### src/design/pamc_pkg.sv
package pamc_pkg;

  // Register byte offsets on the bus
  localparam logic [7:0] OFS_PRIO_MODE = 8'h00;
  localparam logic [7:0] OFS_AUX_CTRL = 8'h04;
  localparam logic [7:0] OFS_STATUS = 8'h08;

  // Field positions in the priority and system mode register
  localparam int BIT_BOOT_EN = 7;
  localparam int BIT_SPECIAL = 6;
  localparam int BIT_SEL_A = 5;
  localparam int BIT_RD_VIS = 4;

  // Field positions in the auxiliary and status registers
  localparam int BIT_CONV_PWR = 0;
  localparam int BIT_ST_WAIT = 0;
  localparam int BIT_ST_TIMER_OFF = 1;
  localparam int BIT_ST_STRAP = 2;

  // Reset values
  localparam logic [3:0] PSEL_RESET = 4'h5;
  localparam logic CONV_PWR_RESET = 1'b0;

  // Priority select codes and source numbering
  localparam logic [3:0] PSEL_RSVD = 4'h5;
  localparam logic [3:0] SRC_IRQ = 4'h6;
  localparam int NUM_SRC = 16;

  // Fixed maskable order, entry 0 highest, four bits per entry
  localparam logic [63:0] FIXED_ORDER = 64'h543210fedcba9876;

  // Pin synchroniser depth
  localparam int SYNC_STAGES = 3;

  // Mode and priority register layout
  typedef struct packed {
    logic boot_en;
    logic special;
    logic sel_a;
    logic rd_vis;
    logic [3:0] psel;
  } pamc_mode_t;

  // Winning maskable request
  typedef struct packed {
    logic valid;
    logic [3:0] id;
  } pamc_grant_t;

  // Wait instruction sequencing
  typedef enum logic [1:0] {
    WS_RUN,
    WS_STACK,
    WS_WAIT
  } pamc_wait_t;

endpackage : pamc_pkg

### src/design/pamc_pin_sync.sv
`timescale 1ns/10ps
`default_nettype none
module pamc_pin_sync
  import pamc_pkg::*;
#(
  parameter int W = 2
) (
  input wire logic pclk,
  input wire logic presetn,
  input wire logic [W-1:0] pin,
  output logic [W-1:0] level_q,
  output logic ready_q
);

  logic [W-1:0] s1_q;
  logic [W-1:0] s2_q;
  logic [W-1:0] s3_q;
  logic [1:0] fill_q;

  // Three stages per pin; level moves only when stages two and three agree
  for (genvar i = 0; i < W; i++) begin : g_bit
    always_ff @(posedge pclk or negedge presetn) begin
      if (!presetn) begin
        s1_q[i] <= 1'b0;
        s2_q[i] <= 1'b0;
        s3_q[i] <= 1'b0;
        level_q[i] <= 1'b0;
      end else begin
        s1_q[i] <= pin[i];
        s2_q[i] <= s1_q[i];
        s3_q[i] <= s2_q[i];
        if (s2_q[i] == s3_q[i]) begin
          level_q[i] <= s3_q[i];
        end
      end
    end
  end

  // Level is trusted only once every stage has seen the pin
  always_ff @(posedge pclk or negedge presetn) begin
    if (!presetn) begin
      fill_q <= 2'h0;
      ready_q <= 1'b0;
    end else if (fill_q != 2'(SYNC_STAGES)) begin
      fill_q <= fill_q + 2'h1;
    end else begin
      ready_q <= 1'b1;
    end
  end

endmodule : pamc_pin_sync
`default_nettype wire

### src/design/pamc_prio_resolver.sv
`timescale 1ns/10ps
`default_nettype none
module pamc_prio_resolver
  import pamc_pkg::*;
(
  input wire logic pclk,
  input wire logic presetn,
  input wire logic [NUM_SRC-1:0] src_req,
  input wire logic [NUM_SRC-1:0] src_en,
  input wire logic irq_mask_flag,
  input wire logic [3:0] psel,
  output pamc_grant_t grant_q
);

  logic [NUM_SRC-1:0] active;
  logic [3:0] promoted;
  pamc_grant_t grant_d;

  // Request counts only with its local enable; reserved slot never requests
  for (genvar i = 0; i < NUM_SRC; i++) begin : g_src
    assign active[i] = src_req[i] & src_en[i] & (i != int'(PSEL_RSVD));
  end

  // Reserved code falls back to the external request
  assign promoted = (psel == PSEL_RSVD) ? SRC_IRQ : psel;

  // Fixed order first, then the promoted source overrides; id stays the vector's
  always_comb begin
    grant_d = '0;
    for (int k = NUM_SRC - 1; k >= 0; k--) begin
      if (active[FIXED_ORDER[4*k+:4]]) begin
        grant_d.valid = 1'b1;
        grant_d.id = FIXED_ORDER[4*k+:4];
      end
    end
    if (active[promoted]) begin
      grant_d.id = promoted;
    end
    grant_d.valid = grant_d.valid & ~irq_mask_flag;
  end

  // Registered so the core sees a glitch-free winner
  always_ff @(posedge pclk or negedge presetn) begin
    if (!presetn) begin
      grant_q <= '0;
    end else begin
      grant_q <= grant_d;
    end
  end
endmodule : pamc_prio_resolver
`default_nettype wire

### src/design/pamc_ctrl.sv
// Decided for this implementation: register access over APB and the address map.
`timescale 1ns/10ps
`default_nettype none
// Summary of operation
// - Boot ROM bit meaningful only with special mode; otherwise reads zero, ignores writes.
// - Boot ROM bit set maps loader program; clear sends that area to external bus.
// - At reset release, special mode bit loads inverse of mode pin B.
// - Software may clear the special mode bit but never set it.
// - At reset release, mode select A bit loads mode pin A.
// - Mode select A writable only in special mode; otherwise read-only until reset.
// - Pins B,A decode to single chip, expanded, bootstrap, test modes.
// - Visibility bit writable only in special mode; forced zero otherwise.
// - Visibility set shows internal reads on external data bus; clear blocks it.
// - Four-bit priority select promotes one source; writable only while mask flag set.
// - Select codes map to sources in order; reserved code acts as external request.
// - Priority select resets to code five, promoting the external request.
// - Promoted source still obeys its enable and mask flag; vector unchanged.
// - Wait instruction stacks state, halts execution, keeps oscillator running.
// - Wait ends only on unmasked interrupt or reset.
// - Mask set and watchdog off at wait entry turns timer system off.
// - Converter subsystem powers down while its power-up bit is clear.
module pamc_ctrl
  import pamc_pkg::*;
#(
  parameter int ADDR_W = 8
) (
  input wire logic pclk,
  input wire logic presetn,
  input wire logic psel,
  input wire logic penable,
  input wire logic pwrite,
  input wire logic [ADDR_W-1:0] paddr,
  input wire logic [31:0] pwdata,
  output logic [31:0] prdata,
  output logic pready,
  output logic pslverr,
  input wire logic mode_pin_a,
  input wire logic mode_pin_b,
  input wire logic irq_mask_flag,
  input wire logic watchdog_supervisor_en,
  input wire logic wait_instruction,
  input wire logic [NUM_SRC-1:0] src_req,
  input wire logic [NUM_SRC-1:0] src_en,
  output logic irq_valid,
  output logic [3:0] irq_id,
  output logic stack_req,
  output logic cpu_halt,
  output logic wake,
  output logic osc_run,
  output logic timer_run,
  output logic converter_power,
  output logic boot_rom_map,
  output logic read_visible,
  output logic special_mode,
  output logic mode_a
);

  logic [1:0] pins_q;
  logic pins_ready_q;
  logic strap_done_q;
  pamc_mode_t mode_q;
  logic conv_pwr_q;
  pamc_wait_t wstate_q;
  logic stack_req_q;
  logic halt_q;
  logic wake_q;
  logic osc_run_q;
  logic timer_run_q;
  logic [31:0] prdata_q;
  logic pready_q;
  logic pslverr_q;
  pamc_grant_t grant_q;
  logic setup;
  logic wr_acc;
  logic hit_mode;
  logic hit_aux;
  logic hit_stat;
  logic mapped;
  logic capture;
  logic ack_d;
  logic [31:0] rd_d;

  // Mode pins cross into pclk; bit 1 is pin B, bit 0 is pin A
  pamc_pin_sync #(
    .W(2)
  ) u_pins (
    .pclk(pclk),
    .presetn(presetn),
    .pin({mode_pin_b, mode_pin_a}),
    .level_q(pins_q),
    .ready_q(pins_ready_q)
  );

  // Maskable priority resolution
  pamc_prio_resolver u_prio (
    .pclk(pclk),
    .presetn(presetn),
    .src_req(src_req),
    .src_en(src_en),
    .irq_mask_flag(irq_mask_flag),
    .psel(mode_q.psel),
    .grant_q(grant_q)
  );

  // Address decode; unmapped offsets answer with an error
  assign hit_mode = (paddr == ADDR_W'(OFS_PRIO_MODE));
  assign hit_aux = (paddr == ADDR_W'(OFS_AUX_CTRL));
  assign hit_stat = (paddr == ADDR_W'(OFS_STATUS));
  assign mapped = hit_mode | hit_aux | hit_stat;
  assign setup = psel & ~penable;
  assign wr_acc = psel & penable & pready_q & pwrite & ~pslverr_q;

  // Straps are taken once, the first cycle the synchronised pins are trusted
  assign capture = pins_ready_q & ~strap_done_q;

  always_ff @(posedge pclk or negedge presetn) begin
    if (!presetn) begin
      strap_done_q <= 1'b0;
    end else if (capture) begin
      strap_done_q <= 1'b1;
    end
  end

  // Special mode: loaded from pin B at release, software can only clear it
  always_ff @(posedge pclk or negedge presetn) begin
    if (!presetn) begin
      mode_q.special <= 1'b0;
    end else if (capture) begin
      mode_q.special <= ~pins_q[1];
    end else if (wr_acc && hit_mode && !pwdata[BIT_SPECIAL]) begin
      mode_q.special <= 1'b0;
    end
  end

  // Mode select A: loaded from pin A, writable only in special mode
  always_ff @(posedge pclk or negedge presetn) begin
    if (!presetn) begin
      mode_q.sel_a <= 1'b0;
    end else if (capture) begin
      mode_q.sel_a <= pins_q[0];
    end else if (wr_acc && hit_mode && mode_q.special) begin
      mode_q.sel_a <= pwdata[BIT_SEL_A];
    end
  end

  // Boot ROM enable: set at release when bootstrap strapped or by a write in special mode, dropped with special mode
  always_ff @(posedge pclk or negedge presetn) begin
    if (!presetn) begin
      mode_q.boot_en <= 1'b0;
    end else if (capture) begin
      mode_q.boot_en <= ~pins_q[1] & ~pins_q[0];
    end else if (wr_acc && hit_mode && mode_q.special) begin
      mode_q.boot_en <= pwdata[BIT_BOOT_EN] & pwdata[BIT_SPECIAL];
    end
  end

  // Read visibility follows the same gate; clearing special mode clears it too
  always_ff @(posedge pclk or negedge presetn) begin
    if (!presetn) begin
      mode_q.rd_vis <= 1'b0;
    end else if (capture) begin
      mode_q.rd_vis <= 1'b0;
    end else if (wr_acc && hit_mode && mode_q.special) begin
      mode_q.rd_vis <= pwdata[BIT_RD_VIS] & pwdata[BIT_SPECIAL];
    end
  end

  // Priority select: writable only while the core masks interrupts
  always_ff @(posedge pclk or negedge presetn) begin
    if (!presetn) begin
      mode_q.psel <= PSEL_RESET;
    end else if (wr_acc && hit_mode && irq_mask_flag) begin
      mode_q.psel <= pwdata[3:0];
    end
  end

  // Converter power-up bit, cleared at reset to save current
  always_ff @(posedge pclk or negedge presetn) begin
    if (!presetn) begin
      conv_pwr_q <= CONV_PWR_RESET;
    end else if (wr_acc && hit_aux) begin
      conv_pwr_q <= pwdata[BIT_CONV_PWR];
    end
  end

  // Wait sequencing: one stacking cycle, then halt until an unmasked request
  always_ff @(posedge pclk or negedge presetn) begin
    if (!presetn) begin
      wstate_q <= WS_RUN;
    end else begin
      case (wstate_q)
        WS_RUN: begin
          if (wait_instruction) begin
            wstate_q <= WS_STACK;
          end
        end
        WS_STACK: begin
          wstate_q <= WS_WAIT;
        end
        WS_WAIT: begin
          if (grant_q.valid) begin
            wstate_q <= WS_RUN;
          end
        end
        default: begin
          wstate_q <= WS_RUN;
        end
      endcase
    end
  end

  // Core handshakes, each a flop so the core never sees decode glitches
  always_ff @(posedge pclk or negedge presetn) begin
    if (!presetn) begin
      stack_req_q <= 1'b0;
      halt_q <= 1'b0;
      wake_q <= 1'b0;
    end else begin
      stack_req_q <= (wstate_q == WS_RUN) && wait_instruction;
      halt_q <= (wstate_q == WS_STACK) ||
                ((wstate_q == WS_WAIT) && !grant_q.valid);
      wake_q <= (wstate_q == WS_WAIT) && grant_q.valid;
    end
  end

  // Oscillator stops here only while in reset; otherwise only a stop mode elsewhere may gate it
  always_ff @(posedge pclk or negedge presetn) begin
    if (!presetn) begin
      osc_run_q <= 1'b0;
    end else begin
      osc_run_q <= 1'b1;
    end
  end

  // Timer shutdown decided at entry, so a later mask change cannot wake it
  always_ff @(posedge pclk or negedge presetn) begin
    if (!presetn) begin
      timer_run_q <= 1'b1;
    end else if ((wstate_q == WS_RUN) && wait_instruction) begin
      timer_run_q <= !(irq_mask_flag && !watchdog_supervisor_en);
    end else if ((wstate_q == WS_WAIT) && grant_q.valid) begin
      timer_run_q <= 1'b1;
    end
  end

  // Read data; reserved bits read zero
  always_comb begin
    rd_d = 32'h0000_0000;
    if (hit_mode) begin
      rd_d[7:0] = mode_q;
    end else if (hit_aux) begin
      rd_d[BIT_CONV_PWR] = conv_pwr_q;
    end else if (hit_stat) begin
      rd_d[BIT_ST_WAIT] = halt_q;
      rd_d[BIT_ST_TIMER_OFF] = ~timer_run_q;
      rd_d[BIT_ST_STRAP] = strap_done_q;
    end
  end

  // Zero wait states once straps are in; an access begun earlier waits instead of hanging
  assign ack_d = psel & strap_done_q & ~pready_q & (setup | penable);

  always_ff @(posedge pclk or negedge presetn) begin
    if (!presetn) begin
      pready_q <= 1'b0;
      pslverr_q <= 1'b0;
      prdata_q <= 32'h0000_0000;
    end else begin
      pready_q <= ack_d;
      if (ack_d) begin
        pslverr_q <= ~mapped;
        prdata_q <= pwrite ? 32'h0000_0000 : rd_d;
      end
    end
  end

  // Outputs straight from flops
  assign prdata = prdata_q;
  assign pready = pready_q;
  assign pslverr = pslverr_q;
  assign irq_valid = grant_q.valid;
  assign irq_id = grant_q.id;
  assign stack_req = stack_req_q;
  assign cpu_halt = halt_q;
  assign wake = wake_q;
  assign osc_run = osc_run_q;
  assign timer_run = timer_run_q;
  assign converter_power = conv_pwr_q;
  assign boot_rom_map = mode_q.boot_en;
  assign read_visible = mode_q.rd_vis;
  assign special_mode = mode_q.special;
  assign mode_a = mode_q.sel_a;
endmodule : pamc_ctrl
`default_nettype wire

### config.mk
export PLATFORM = sky130hd
export DESIGN_NAME = pamc_ctrl
export DESIGN_NICKNAME = d
export VERILOG_FILES = /design/src/design/pamc_pkg.sv /design/src/design/pamc_pin_sync.sv /design/src/design/pamc_prio_resolver.sv /design/src/design/pamc_ctrl.sv
export SDC_FILE = /design/constraint.sdc
export NUM_CORES = 1
export LEC_CHECK = 0
export ABC_AREA = 0
export BUFFER_PORTS_ARGS = -buffer_cell sky130_fd_sc_hd__buf_4
export CORE_MARGIN = 5
export CORE_UTILIZATION = 40
export DETAILED_ROUTE_END_ITERATION = 10
export PLACE_DENSITY = 0.77
export REMOVE_ABC_BUFFERS = 1
export SLEW_MARGIN = 10
export SYNTH_ARGS = -nofsm -noshare
export SYNTH_HDL_FRONTEND = slang
export SYNTH_SLANG_ARGS = --single-unit
### constraint.sdc
create_clock -name pclk -period 1.8 [get_ports pclk]
set_input_delay 0.27 -clock pclk [delete_from_list [all_inputs] [get_ports pclk]]
set_output_delay 0.27 -clock pclk [all_outputs]
set_load 0.05 [all_outputs]
==> flow_summary.yaml <==
critical_path:
  setup.worst_path.class: "flip-flop to flip-flop"
  worst-endpoint-arrival_ps: 1980
  crit_path_end_kind: "flip-flop"
  critical_path_cell_with_the_highest_stage_delay: "sky130_fd_sc_hd__dfstp_2"
  path_cells: "o21ai_2 -> o211ai_1 -> o211ai_1 -> a32oi_2 -> mux2_4"
  critical_path.max_fanout: 8
  crit_buf_inv: 0
  end_of_the_worst_register_to_register_path: "u_prio.grant_q[2]"
  timing.rr.start: "mode_q[0]"
  cpMostUsedCell: "sky130_fd_sc_hd__o211ai_1"
  worst_r2r_path_depth: 5
  critical_path_required_ps: 1980
  timing.reg2reg.setup_slack_ps: -2
  critPathLaunchType: "flip-flop"
  gate_family_responsible_for_the_most_delay_along_the_worst_path: "compound AO/OA/AOI/OAI gates"
  highest_cell_delay_on_the_worst_timing_path_ps: 650
  crit_path_start: "mode_q[0]"
run_status:
  run_status: "finished, violations left"
  failed_checks: "negative setup slack"
sta:
  final_period_minus_worst_setup_slack_ps: 1800
  finClkSkew_ps: 9.18
  slew-limit-headroom_pct: 65.5
  setup_total_negative_slack_ps: -1.92
  setup_ws_ps: -1.92
  rsz0062_at_grt: "yes"
  timing.final.max_slew_violations: 0
  final_report_hold_violation_count: 0
  finalSetupViolCount: 1
  transition_time_at_the_pin_with_the_least_slew_margin_ps: 517
  holdWs_ps: 84.7
  maxClockFrequency_mhz: 555
  period_share_pct: 100
placed_design:
  place.port_buffers: 80
  place.gp.congestion: 0.902
  dp.final_hpwl_um: 4170
route:
  drt_pre_antenna_iters: 4
  route.detailed.vias_per_inst: 4.97
  detail_route.drc_violations: 0
  detail_route.iter0.violations: 115
  ant_nets: 0
  routed_wirelength_um: 5200
  route.detailed.wl_per_inst_um: 13.4
  vias: 1922
min_path:
  hold-path-cell-count: 1
  min-delay-path-class: "input port to flip-flop"
  worst_hold_path.endpoint: "u_pins.s1_q[0]"
  min_from: "mode_pin_a"
clock_network:
  worst_setup_hold_path_clk_slew_ps: 80
  cts_max_path_buffers: 2
  cts_made_buffers: 5
  clock_tree_from_tritoncts: "built"
  htreeDepth: 2
  cts.sinks: 43
  clock_latency_ps: 290
  clockRootBuffer: "sky130_fd_sc_hd__clkbuf_8"
layout:
  area.growth.synth_to_final_pct: 34.5
  layout_cell_share_with_drive_strength_beyond_1_pct: 38.7
  most_frequent_standard_cell_in_the_layout_excluding_fill_and_tap_cells: "sky130_fd_sc_hd__buf_4"
  layout.nets: 398
  mostFrequentLayoutCells: "sky130_fd_sc_hd__buf_4 (93), sky130_fd_sc_hd__dfrtp_1 (40), sky130_fd_sc_hd__nand2_1 (33), sky130_fd_sc_hd__conb_1 (25), sky130_fd_sc_hd__nor2_1 (9)"
  diodes: 0
die:
  floorplan.rows: 27
  core_sq_um: 5470
  die_x_um: 85.0
  initial_utilization_pct: 41.1
  die_y_um: 85.0
  die-area_sq_um: 7230
  num_io_pins: 131
synth:
  synth_edf_count: 0
  post_synth_instance_area_sq_um: 2250
  ys_seq_area_share_pct: 48.0
  synth.lib_cells_used.distinct: 49
  synth_top_cell_by_area: "sky130_fd_sc_hd__dfrtp_1"
  asr_flop_ratio_synth_pct: 100
  synth_top_cells_by_area: "sky130_fd_sc_hd__dfrtp_1 (44%), sky130_fd_sc_hd__buf_4 (8.0%), sky130_fd_sc_hd__nand2_1 (5.5%), sky130_fd_sc_hd__dfstp_2 (3.5%), sky130_fd_sc_hd__mux2_2 (3.0%)"
  synth.avg_cell_area_sq_um: 10.2
  ys_warn_count: 0
  synthCells: 221
  postSynthRegisterBits: 43
  synth_top_flop_cell: "sky130_fd_sc_hd__dfrtp_1"
  synth_top_area_share_pct: 44.5
global_route:
  grt_start_max_net_pins: 44
  grt_first_pass_wirelength_um: 8500
  grt_overflow: 0
  via_count_of_the_first_global_routing_pass: 1947
  global_route.usage.total_pct: 14.4
  antenna_found_initial: 0
run:
  drv_cap: 0
power_and_ir_drop:
  p_clk_share_pct: 27.7
  power.leakage_nw: 1.48
  p_total_mw: 2.53
  netSwitchingFraction_pct: 33.0
  max-vdd-ir-drop_v: 0.000635
  power.sequential.fraction_pct: 44.8
  switching_power_mw: 0.836
  pwr_per_cell_area_nw_per_um2: 835
  power_frac_comb_pct: 27.5
  internal-power_mw: 1.69
-- flip-flops by register name, indices dropped and copies added (netlist names) --
name / count
cpu_halt: 1
u_pins.fill_q: 2
special_mode: 1
wstate_q: 2
u_pins.ready_q: 1
prdata: 8
osc_run: 1
mode_q: 4
pslverr: 1
stack_req: 1
mode_a: 1
u_pins.s1_q: 2
wake: 1
u_pins.level_q: 2
converter_power: 1
u_prio.grant_q: 5
strap_done_q: 1
read_visible: 1
u_pins.s3_q: 2
timer_run: 1
pready: 1
u_pins.s2_q: 2
boot_rom_map: 1
-- cell families (layout without fill, tap and decap cells) --
kind of cell | Yosys count | in the layout | synth area share (%)
adders and majority gates | 3 | 3 | 1.45
buffers and inverters | 34 | 105 | 10.8
and+or+nand+nor | 78 | 78 | 18.0
muxes | 13 | 13 | 6.34
AOI/OAI and AO/OA | 47 | 47 | 14.8
other | 2 | 25 | 0.334
xor gates and xnor gates | 1 | 1 | 0.389
DFF | 43 | 43 | 48.0
-- worst max path at each step --
stage	cells past startpoint	slack (ps)	to
6_report	5	-2	u_prio.grant_q[2]
5_1_grt	7	-100	u_prio.grant_q[2]
4_1_cts	7	1	u_prio.grant_q[1]
3_5_place_dp	5	-50	u_prio.grant_q[2]
3_3_place_gp	5	-60	u_prio.grant_q[2]
2_1_floorplan	4	-80	prdata[1]
-- stage by stage --
stage	worst slack, ps	instances	cell area, sq um	util [%]
2_1_floorplan	-82.5	213	2110	-
6_report	-1.92	387	3030	55.3
3_5_place_dp	-50.6	374	2860	52.3
4_1_cts	1.48	385	3000	54.8
3_3_place_gp	-55.7	374	2860	52.3
5_1_grt	-97.2	387	3030	55.3
-- layout make-up --
cell class | instances | area (sq um)
fill | 498 | 2440
sequential | 43 | 1080
multi-input combinational | 167 | 1020
timing repair buffer | 95 | 719
tap | 72 | 90.1
clock buffer | 6 | 72.6
clock inverter | 1 | 30.0
inverter | 3 | 11.3
-- worst reg2reg max path, cell delays in order, from the launching register on --
cell and delay, ps:
sky130_fd_sc_hd__dfstp_2 650, sky130_fd_sc_hd__o21ai_2 110, sky130_fd_sc_hd__o211ai_1 170, sky130_fd_sc_hd__o211ai_1 130, sky130_fd_sc_hd__a32oi_2 310, sky130_fd_sc_hd__mux2_4 320
-- cells in the mapped netlist, types with 2 or more instances --
cell / n
sky130_fd_sc_hd__mux2i_1: 6
sky130_fd_sc_hd__dfrtp_1: 40
sky130_fd_sc_hd__nor3_1: 3
sky130_fd_sc_hd__maj3_1: 2
sky130_fd_sc_hd__nor2_1: 10
sky130_fd_sc_hd__inv_1: 3
sky130_fd_sc_hd__buf_6: 3
sky130_fd_sc_hd__nand4_1: 6
sky130_fd_sc_hd__a221o_1: 2
sky130_fd_sc_hd__o211ai_1: 4
sky130_fd_sc_hd__a31oi_1: 7
sky130_fd_sc_hd__nand3_1: 7
sky130_fd_sc_hd__buf_2: 2
sky130_fd_sc_hd__nor3b_1: 3
sky130_fd_sc_hd__clkbuf_1: 2
sky130_fd_sc_hd__a22o_1: 6
sky130_fd_sc_hd__nand2_1: 33
sky130_fd_sc_hd__a21boi_0: 2
sky130_fd_sc_hd__buf_4: 24
sky130_fd_sc_hd__mux2_2: 6
sky130_fd_sc_hd__conb_1: 2
sky130_fd_sc_hd__dfstp_2: 3
sky130_fd_sc_hd__o21ai_0: 8
sky130_fd_sc_hd__a21oi_1: 9
sky130_fd_sc_hd__or2_2: 2
sky130_fd_sc_hd__nand2b_1: 3
-- power groups by stage --
stage               registers (mW)  clock network [mW]  logic [mW]
CTS                           1.14               0.721       0.698
global route                  1.15               0.762       0.749
finish                        1.13               0.701       0.696
global placement              1.15                   0       0.686
floorplan                     1.33                   0       0.245
detailed placement            1.15                   0       0.695
-- routing by layer --
metal / track usage (%) / wire (um) / vias up / share of wire (%)
met4: 6.33 / 146 / 0 / 2.8
met1: 18.1 / 2110 / 900 / 41
met2: 22.7 / 2490 / 78 / 48
li1: - / - / 929 / -
met5: 0 / 0 / - / 0
met3: 4.56 / 449 / 15 / 8.6
-- what timing repair did --
| item | CTS | global route |
|---|---|---|
| pin swaps | 1 | 5 |
| endpoints found under the hold margin | 40 | 0 |
| endpoints found under the setup margin | 3 | 3 |
| gates resized for setup | 0 | 5 |
| gates cloned | 0 | 0 |
| buffers inserted | 3 | 2 |
| hold buffers | 1 | 0 |
Note: power is estimated with default switching activity, not from simulation.
